===== config.mk =====
export PLATFORM = sky130hd
export DESIGN_NAME = blanking_shutdown_supervisor
export DESIGN_NICKNAME = d
export VERILOG_FILES = /design/src/blanking_pkg.sv /design/src/field_scanner.sv /design/src/off_hold_timer.sv /design/src/blanking_shutdown_supervisor.sv
export SDC_FILE = /design/constraint.sdc
export NUM_CORES = 2
export LEC_CHECK = 0
export ABC_CLOCK_PERIOD_IN_PS = 12300
export BUFFER_PORTS_ARGS = -buffer_cell sky130_fd_sc_hd__buf_2
export CELL_PAD_IN_SITES_DETAIL_PLACEMENT = 1
export CELL_PAD_IN_SITES_GLOBAL_PLACEMENT = 2
export CORE_ASPECT_RATIO = 0.6
export CORE_MARGIN = 2
export CORE_UTILIZATION = 35
export DETAILED_ROUTE_END_ITERATION = 10
export HOLD_SLACK_MARGIN = 0.1
export PLACE_DENSITY = 0.77
export SYNTH_ARGS = -nofsm -noshare
export SYNTH_HDL_FRONTEND = slang
export SYNTH_SLANG_ARGS = --single-unit
export TNS_END_PERCENT = 30

===== constraint.sdc =====
create_clock -name clk -period 12.3 [get_ports clk]
set_input_delay 2.46 -clock clk [delete_from_list [all_inputs] [get_ports clk]]
set_output_delay 2.46 -clock clk [all_outputs]
set_load 0.02 [all_outputs]

===== src/blanking_pkg.sv =====
// constants shared by the blanking shutdown supervisor files
`default_nettype none
package blanking_pkg;
	// ----------------------------------------------------------------
	// register map (word index on the plain register port)
	// ----------------------------------------------------------------
	localparam logic [3:0] REG_CTRL    = 4'h0;
	localparam logic [3:0] REG_MAXSIZE = 4'h1;
	localparam logic [3:0] REG_TOL     = 4'h2;
	localparam logic [3:0] REG_OBJNUM  = 4'h3;
	localparam logic [3:0] REG_DIR     = 4'h4;
	localparam logic [3:0] REG_STATUS  = 4'h5;
	localparam logic [3:0] REG_MASK    = 4'h6;
	localparam logic [3:0] REG_STATE   = 4'h7;
	localparam logic [3:0] REG_TAUGHT  = 4'h8;

	// ctrl bits
	localparam int CTRL_TEST_EN = 0;

	// status and mask bits, one per event
	localparam int EV_COUNT    = 0;
	localparam int EV_SIZE     = 1;
	localparam int EV_SPACING  = 2;
	localparam int EV_ENTRY    = 3;
	localparam int EV_SPEED    = 4;
	localparam int EV_COMPOUND = 5;
	localparam int EV_TEST     = 6;
	localparam int NEV         = 7;

	// ----------------------------------------------------------------
	// reset values
	// ----------------------------------------------------------------
	localparam logic [15:0] RST_MAXSIZE = 16'h0078;
	localparam logic [15:0] RST_TOL     = 16'h003c;
	localparam logic [15:0] RST_OBJNUM  = 16'h0001;
	localparam logic [6:0]  RST_MASK    = 7'h00;

	// ----------------------------------------------------------------
	// geometry and timing
	// ----------------------------------------------------------------
	localparam int MARGIN_MM      = 10;
	localparam int SPEED_MAX_MMPS = 2500;
	localparam longint CLK_HZ     = 100_000_000;
	localparam int HOLD_MS        = 1000;
	localparam int HOLD_CYCLES    = HOLD_MS * int'(CLK_HZ / 1000);

	typedef enum logic [1:0] {
		DIR_FROM_DISPLAY,
		DIR_TOWARD_DISPLAY,
		DIR_BOTH
	} dir_t;
endpackage
`default_nettype wire


===== src/field_scanner.sv =====
// splits the blocked-beam vector into objects and measures them
`default_nettype none
module field_scanner #(
	parameter int NBEAMS = 64
) (
	// beam states, index 0 at the display end
	input  wire logic [NBEAMS-1:0] blocked,
	// object summary
	output logic      [7:0]        objCount,
	output logic      [7:0]        firstStart,
	output logic      [7:0]        secondStart,
	output logic      [7:0]        firstEnd,
	output logic      [7:0]        maxLen
);
	always_comb begin
		logic [7:0] run;
		logic       prev;
		run = 8'h00;
		prev = 1'b0;
		objCount = 8'h00;
		firstStart = 8'h00;
		secondStart = 8'h00;
		firstEnd = 8'h00;
		maxLen = 8'h00;
		for (int i = 0; i < NBEAMS; i++) begin
			if (blocked[i]) begin
				if (!prev) begin
					objCount = objCount + 8'h01;
					if (objCount == 8'h01)
						firstStart = 8'(i);
					if (objCount == 8'h02)
						secondStart = 8'(i);
					run = 8'h00;
				end
				run = run + 8'h01;
				if (run > maxLen)
					maxLen = run;
				if (objCount == 8'h01)
					firstEnd = 8'(i);
			end
			prev = blocked[i];
		end
	end
endmodule
`default_nettype wire


===== src/off_hold_timer.sv =====
// retriggerable minimum off-time for the safety outputs
`default_nettype none
module off_hold_timer #(
	parameter int CYCLES = 100_000_000
) (
	// clock and reset
	input  wire logic clk,
	input  wire logic rstn,
	// control
	input  wire logic trigger,
	output logic      holding
);
	logic [31:0] count;

	always_ff @(posedge clk or negedge rstn) begin
		if (!rstn) begin
			count <= 32'h0;
		end else if (trigger) begin
			// a new violation restarts the full hold
			count <= 32'(CYCLES);
		end else if (count != 32'h0) begin
			count <= count - 32'h1;
		end
	end

	assign holding = trigger || (count != 32'h0);
endmodule
`default_nettype wire


===== src/blanking_shutdown_supervisor.sv =====
// self-teaching blanking supervisor driving the two safety outputs
`default_nettype none
module blanking_shutdown_supervisor
	import blanking_pkg::*;
#(
	parameter int NBEAMS      = 64,
	parameter int RES_MM      = 30,
	parameter int HOLD_CYCLES_P = blanking_pkg::HOLD_CYCLES
) (
	// clock and reset
	input  wire logic              clk,
	input  wire logic              rstn,
	// receiver beam states, one scan per strobe
	input  wire logic [NBEAMS-1:0] beamBlocked,
	input  wire logic              scanValid,
	// machine controller side
	input  wire logic              emitterTestN,
	input  wire logic              teachPress,
	output logic                   safetySwitchOutput1,
	output logic                   safetySwitchOutput2,
	output logic                   restartRequired,
	// emitter control
	output logic                   emitterOff,
	// register port
	input  wire logic [3:0]        addr,
	input  wire logic [15:0]       wdata,
	input  wire logic              wr,
	input  wire logic              rd,
	output logic      [15:0]       rdata,
	output logic                   irq
);
	import blanking_pkg::*;

	// ----------------------------------------------------------------
	// helpers
	// ----------------------------------------------------------------
	function automatic logic [17:0] shutdownSize(input logic [15:0] maxSz,
			input logic [15:0] tol, input logic stationary);
		logic [17:0] s;
		s = 18'(maxSz) + 18'(tol) + 18'(MARGIN_MM);
		if (stationary)
			s = s + 18'(RES_MM);
		return s;
	endfunction

	function automatic logic [7:0] absDiff(input logic [7:0] a, input logic [7:0] b);
		return (a > b) ? a - b : b - a;
	endfunction

	// ----------------------------------------------------------------
	// registers
	// ----------------------------------------------------------------
	logic              testEnable;
	logic [15:0]       maxSize;
	logic [15:0]       tolerance;
	logic [7:0]        objNumber;
	dir_t              entryDir;
	logic [NEV-1:0]    status;
	logic [NEV-1:0]    mask;
	logic [15:0]       taughtSize;

	// ----------------------------------------------------------------
	// field analysis
	// ----------------------------------------------------------------
	logic [7:0] objCount;
	logic [7:0] firstStart;
	logic [7:0] secondStart;
	logic [7:0] firstEnd;
	logic [7:0] maxLen;

	field_scanner #(
		.NBEAMS(NBEAMS)
	) scanner (
		.blocked    (beamBlocked),
		.objCount   (objCount),
		.firstStart (firstStart),
		.secondStart(secondStart),
		.firstEnd   (firstEnd),
		.maxLen     (maxLen)
	);

	logic [7:0]  prevCount;
	logic [7:0]  prevStart;
	logic [7:0]  learnedSpacing;
	logic        spacingValid;
	logic [7:0]  peakCount;
	logic [31:0] cyclesSinceScan;

	logic [7:0]  spacing;
	logic [7:0]  moveBeams;
	logic        stationary;
	logic [17:0] objSizeMm;
	logic [NEV-1:0] events;
	logic        anyViolation;

	assign spacing = secondStart - firstEnd;
	assign moveBeams = absDiff(firstStart, prevStart);
	assign stationary = (prevCount != 8'h00) && (moveBeams == 8'h00);
	assign objSizeMm = 18'(maxLen) * 18'(RES_MM);

	// ----------------------------------------------------------------
	// emitter test
	// ----------------------------------------------------------------
	logic testActive;

	assign testActive = testEnable && !emitterTestN;

	always_ff @(posedge clk or negedge rstn) begin
		if (!rstn)
			emitterOff <= 1'b0;
		else
			emitterOff <= testActive;
	end

	// ----------------------------------------------------------------
	// violation detection
	// ----------------------------------------------------------------
	always_comb begin
		events = '0;
		if (scanValid) begin
			events[EV_COUNT] = objCount > objNumber;
			events[EV_SIZE] = (objCount != 8'h00) &&
				(objSizeMm >= shutdownSize(maxSize, tolerance, stationary));
			events[EV_SPACING] = spacingValid && (objCount >= 8'h02) &&
				(spacing != learnedSpacing);
			if (objCount > prevCount) begin
				case (entryDir)
					DIR_FROM_DISPLAY:   events[EV_ENTRY] = !beamBlocked[0];
					DIR_TOWARD_DISPLAY: events[EV_ENTRY] = !beamBlocked[NBEAMS-1];
					DIR_BOTH:           events[EV_ENTRY] =
						!beamBlocked[0] && !beamBlocked[NBEAMS-1];
					default:            events[EV_ENTRY] = 1'b1;
				endcase
			end
			// limit is cross-multiplied so no divider sits in the scan path
			// speed over the limit
			if ((objCount != 8'h00) && (objCount == prevCount))
				events[EV_SPEED] = (64'(moveBeams) * 64'(RES_MM) * 64'(CLK_HZ)) >
					(64'(SPEED_MAX_MMPS) * 64'(cyclesSinceScan));
			// compound passage with a single object
			events[EV_COMPOUND] = (objNumber > 8'h01) && (objCount == 8'h00) &&
				(prevCount != 8'h00) && (peakCount == 8'h01);
		end
		// test counts as a shutdown cause
		events[EV_TEST] = testActive;
	end

	assign anyViolation = |events;

	// ----------------------------------------------------------------
	// scan history and spacing learning
	// ----------------------------------------------------------------
	always_ff @(posedge clk or negedge rstn) begin
		if (!rstn) begin
			prevCount <= 8'h00;
			prevStart <= 8'h00;
			peakCount <= 8'h00;
		end else if (scanValid) begin
			prevCount <= objCount;
			prevStart <= firstStart;
			if (objCount == 8'h00)
				peakCount <= 8'h00;
			else if (objCount > peakCount)
				peakCount <= objCount;
		end
	end

	// learn on entry, forget when fewer than two objects remain
	always_ff @(posedge clk or negedge rstn) begin
		if (!rstn) begin
			learnedSpacing <= 8'h00;
			spacingValid <= 1'b0;
		end else if (scanValid) begin
			if (objCount < 8'h02) begin
				spacingValid <= 1'b0;
			end else if (!spacingValid) begin
				learnedSpacing <= spacing;
				spacingValid <= 1'b1;
			end
		end
	end

	// saturates so a long idle gap reads as slow, never wraps round to fast
	always_ff @(posedge clk or negedge rstn) begin
		if (!rstn)
			cyclesSinceScan <= 32'h1;
		else if (scanValid)
			cyclesSinceScan <= 32'h1;
		else if (cyclesSinceScan != 32'hffffffff)
			cyclesSinceScan <= cyclesSinceScan + 32'h1;
	end

	// ----------------------------------------------------------------
	// output hold and restart interlock
	// ----------------------------------------------------------------
	logic holding;

	off_hold_timer #(
		.CYCLES(HOLD_CYCLES_P)
	) holdTimer (
		.clk    (clk),
		.rstn   (rstn),
		.trigger(anyViolation),
		.holding(holding)
	);

	// a press during the hold is refused so it cannot cut the off time short
	logic teachAccepted;

	assign teachAccepted = teachPress && !holding;

	// interlock set by a violation, cleared by teach
	always_ff @(posedge clk or negedge rstn) begin
		if (!rstn)
			restartRequired <= 1'b0;
		else if (anyViolation)
			restartRequired <= 1'b1;
		else if (teachAccepted)
			restartRequired <= 1'b0;
	end

	always_ff @(posedge clk or negedge rstn) begin
		if (!rstn)
			taughtSize <= 16'h0000;
		else if (teachAccepted)
			taughtSize <= objSizeMm[15:0];
	end

	// both outputs off while held or interlocked
	always_ff @(posedge clk or negedge rstn) begin
		if (!rstn) begin
			safetySwitchOutput1 <= 1'b0;
			safetySwitchOutput2 <= 1'b0;
		end else begin
			safetySwitchOutput1 <= !holding && !restartRequired && !testActive;
			safetySwitchOutput2 <= !holding && !restartRequired && !testActive;
		end
	end

	// ----------------------------------------------------------------
	// register writes
	// ----------------------------------------------------------------
	// test enable off after reset
	always_ff @(posedge clk or negedge rstn) begin
		if (!rstn)
			testEnable <= 1'b0;
		else if (wr && addr == REG_CTRL)
			testEnable <= wdata[CTRL_TEST_EN];
	end

	always_ff @(posedge clk or negedge rstn) begin
		if (!rstn) begin
			maxSize <= RST_MAXSIZE;
			tolerance <= RST_TOL;
			objNumber <= RST_OBJNUM[7:0];
			entryDir <= DIR_BOTH;
			mask <= RST_MASK;
		end else if (wr) begin
			case (addr)
				REG_MAXSIZE: maxSize <= wdata;
				REG_TOL:     tolerance <= wdata;
				REG_OBJNUM:  objNumber <= wdata[7:0];
				REG_DIR:     entryDir <= (wdata[1:0] == 2'h3) ? DIR_BOTH : dir_t'(wdata[1:0]);
				REG_MASK:    mask <= wdata[NEV-1:0];
				default:     ;
			endcase
		end
	end

	// ----------------------------------------------------------------
	// status, interrupt, read data
	// ----------------------------------------------------------------
	logic statusRead;

	assign statusRead = rd && (addr == REG_STATUS);

	// a new event in the clearing read survives: set wins
	always_ff @(posedge clk or negedge rstn) begin
		if (!rstn)
			status <= '0;
		else if (statusRead)
			status <= events;
		else
			status <= status | events;
	end

	always_ff @(posedge clk or negedge rstn) begin
		if (!rstn)
			irq <= 1'b0;
		else
			irq <= |(status & mask);
	end

	always_ff @(posedge clk or negedge rstn) begin
		if (!rstn) begin
			rdata <= 16'h0000;
		end else if (rd) begin
			case (addr)
				REG_CTRL:    rdata <= {15'h0, testEnable};
				REG_MAXSIZE: rdata <= maxSize;
				REG_TOL:     rdata <= tolerance;
				REG_OBJNUM:  rdata <= {8'h00, objNumber};
				REG_DIR:     rdata <= {14'h0, entryDir};
				REG_STATUS:  rdata <= {9'h0, status};
				REG_MASK:    rdata <= {9'h0, mask};
				REG_STATE:   rdata <= {objCount, 5'h0, restartRequired, holding, emitterOff};
				REG_TAUGHT:  rdata <= taughtSize;
				default:     rdata <= 16'h0000;
			endcase
		end else begin
			rdata <= 16'h0000;
		end
	end
endmodule
`default_nettype wire


==> flow_summary.toml <==
[floorplanning]
coreArea_um2 = 232000
die_height_um = 378
die_area_um2 = 237000
row_count = 137
die_x_um = 627
initial_core_util_pct = 35.2
pin_count = 112

[finish]
area_growth_pct = 52.5
final_cell_area_um2 = 124000
nNetsFinal = 17259
drive_above_1_share_pct = 37.1

[hold_path]
min_from = "peakCount[1]"
hp-class = "register to register"
hold_depth = 1
hold_path_end = "peakCount[1]"

[place]
hpwlAfterDp_mm = 366
placed_cell_area_um2 = 119000
io_buffers = 111
place_ws_ns = -88.05
place_congestion = 0.992

[yosys]
netlist_area_um2 = 81500
ys.flop_type = "dfrtp_1"
synth_edf_count = 0
avgSynthCellArea_um2 = 7.01
ys_ff_latch = 184
yosysSeqAreaShare_pct = 5.66
yosysWarnings = 0
ys_types = 166
async_flop_share_pct = 100
synthCells = 11630

[cts]
clkSlewWorstSetupHoldPaths_ns = 0.10
h-tree-depth = 4
hold_buffers = 0
clock-sinks = 184
clk_latency_ns = 0.51
numCtsBuffers = 17
cts_tree = "done"
cts_max_path_buffers = 2
cts-root-buf = "clkbuf_16"

[global_routing]
grt-ovfl-total = 0
grt_max_degree = 129
grt_pass1_wl_mm = 656
grt_usage_pct = 34.8
grt_pass1_vias = 111120
antenna_found_initial = 31

[critical_path]
endpoint_kind = "register"
worst_path_most_repeated_cell = "a21oi_2"
reg2reg_from = "prevStart[3]"
required_ns = 12.71
start_kind = "input port"
reg2reg_slack_ns = -1.20
cp-startpoint = "beamBlocked[0]"
path_max_fanout = 8
reg2reg_depth = 57
crit_family = "compound AO/OA/AOI/OAI gates"
slowest_delay_ns = 0.58
path_buf_inv = 60
worstReg2RegEnd = "taughtSize[6]"
worstPathArrival_ns = 99.49
crit_slowest_cell = "fa_2"
worstSetupPathType = "input port to register"

[detailed_routing]
drc = 0
totalWireLength_mm = 435
routed_via_density = 5.68
post_drt_wl_per_cell_um = 22.7
ant_nets = 0
dr.first_iter.drc_count = 9632
num_vias = 108848
dr.pass1.iters = 8

[timing]
fin_crit_ns = 99.09
setup_tns_ns = -5800.83
fin_ws_ns = -86.79
hold_ws_ns = 0.512
final.setup_skew_ns = 0.0227
min_period_over_period_pct = 806
final_max_slew_viol_count = 8
clock.fmax_mhz = 10.1
setup_viol = 92
tightest_slew_ns = 1.63
slew_headroom_pct = -9.34
hold_viol_final = 0
rsz0062_at_grt = "true"

[status]
violations = "max-slew violations, negative setup slack"
status = "finished, violations left"

[run]
max_cap_violations = 0
[cell families (layout without fill, tap and decap cells)]
logic type               after synthesis  count (layout)  share of synthesized area, %
AO/OA/AOI/OAI                       3113            3113                          26.1
XOR/XNOR                             655             655                          7.44
adder cells (fa/ha/maj)             1198            1198                          20.0
buffers and inverters               1594            5767                          7.57
flip-flops                           184             184                          5.66
multiplexers                         474             474                          6.50
other                                  2             219                       0.00921
AND/OR/NAND/NOR                     4410            4413                          26.8
[timing repair]
item	4_1_cts	5_1_grt
pin swaps	144	286
buffers inserted	113	107
gates resized for setup	195	474
setup endpoints to repair	92	92
cloned	4	1
[flip-flops by register name (all words and copies together), names as in the netlist, 2 cells and up]
register,cells
prevCount,8
learnedSpacing,8
cyclesSinceScan,32
entryDir,2
tolerance,16
prevStart,6
holdTimer.count,32
status,7
objNumber,8
mask,7
taughtSize,12
peakCount,8
rdata,16
maxSize,16
[area by class of cell]
| type | count | area, µm² |
|---|---|---|
| Fill cell | 29534 | 108000 |
| Timing Repair Buffer | 4622 | 34800 |
| Clock buffer | 17 | 425 |
| Sequential cell | 184 | 4620 |
| Antenna cell | 11 | 27.5 |
| Multi-Input combinational cell | 10061 | 76200 |
| Tap cell | 3127 | 3910 |
| Clock inverter | 15 | 199 |
| Inverter | 1113 | 4190 |
[routing by layer]
layer / GRT usage, % / share of wire, %
met3: 5.53 / 8.3
met4: 4.31 / 1.4
met2: 50.0 / 40
met5: 0 / 0.0051
met1: 54.4 / 50
[metrics by stage]
stage               utilization (%)  std cells
floorplan                         -      11836
global placement               51.3      18883
detailed placement             51.3      18883
CTS                            52.3      19032
global route                   53.6      19146
finish                         53.6      19150
[cell usage after synthesis (160+ instances only)]
| cell type | instances | share of area, % |
|---|---|---|
| and2_1 | 177 | 1.4 |
| o21ai_0 | 626 | 3.8 |
| xor2_1 | 160 | 1.7 |
| nand3_1 | 435 | 2.7 |
| clkbuf_1 | 343 | 1.6 |
| nor2b_1 | 167 | 1.3 |
| fa_1 | 181 | 4.4 |
| nand2_1 | 1232 | 5.7 |
| dfrtp_1 | 173 | 5.3 |
| mux2_2 | 231 | 3.2 |
| nand4_1 | 180 | 1.4 |
| nor2_1 | 997 | 4.6 |
| mux2i_1 | 187 | 2.3 |
| and3_1 | 177 | 1.4 |
| inv_1 | 1076 | 5.0 |
| xnor2_1 | 469 | 5.0 |
| a21oi_1 | 773 | 4.7 |
| ha_1 | 988 | 15 |
| nor3_1 | 307 | 1.9 |
[worst reg2reg max path, delay by kind of cell, from the launching register on]
| family | cells | cell delay [ns] |
|---|---|---|
| adder cells (fa/ha/maj) | 11 | 4.98 |
| AO/OA/AOI/OAI | 27 | 4.45 |
| AND/OR/NAND/NOR | 8 | 1.43 |
| buffers and inverters | 6 | 0.91 |
| multiplexers | 2 | 0.67 |
| XOR/XNOR | 3 | 0.55 |
| flip-flops | 1 | 0.41 |
[worst max-delay path by stage]
stage | to | depth (start not counted)
final | taughtSize[6] | 551
after global routing | taughtSize[12] | 589
after floorplan | holdTimer.count[10] | 569
after global placement | safetySwitchOutput2 | 547
after CTS | taughtSize[2] | 576
after detailed placement | safetySwitchOutput2 | 561
[placed cells by master, fill, tap and decap left out, types with 137 or more instances in the layout]
cell / n
a21o_1: 147
o21ai_0: 464
mux2i_1: 154
nor3_1: 297
nor2b_1: 143
buf_4: 4451
nand3_1: 408
mux2_2: 140
nand2b_1: 137
fa_1: 178
and2_1: 173
a21oi_2: 148
and3_1: 174
xnor2_1: 466
a21oi_1: 630
xor2_1: 158
nand4_1: 180
dfrtp_1: 173
ha_1: 883
o21ai_1: 174
conb_1: 208
nand2_1: 1222
inv_1: 1047
nor2_1: 936
Power is not shown: default switching activity piles up to over one toggle a cycle in this logic, so the estimate is an artifact.
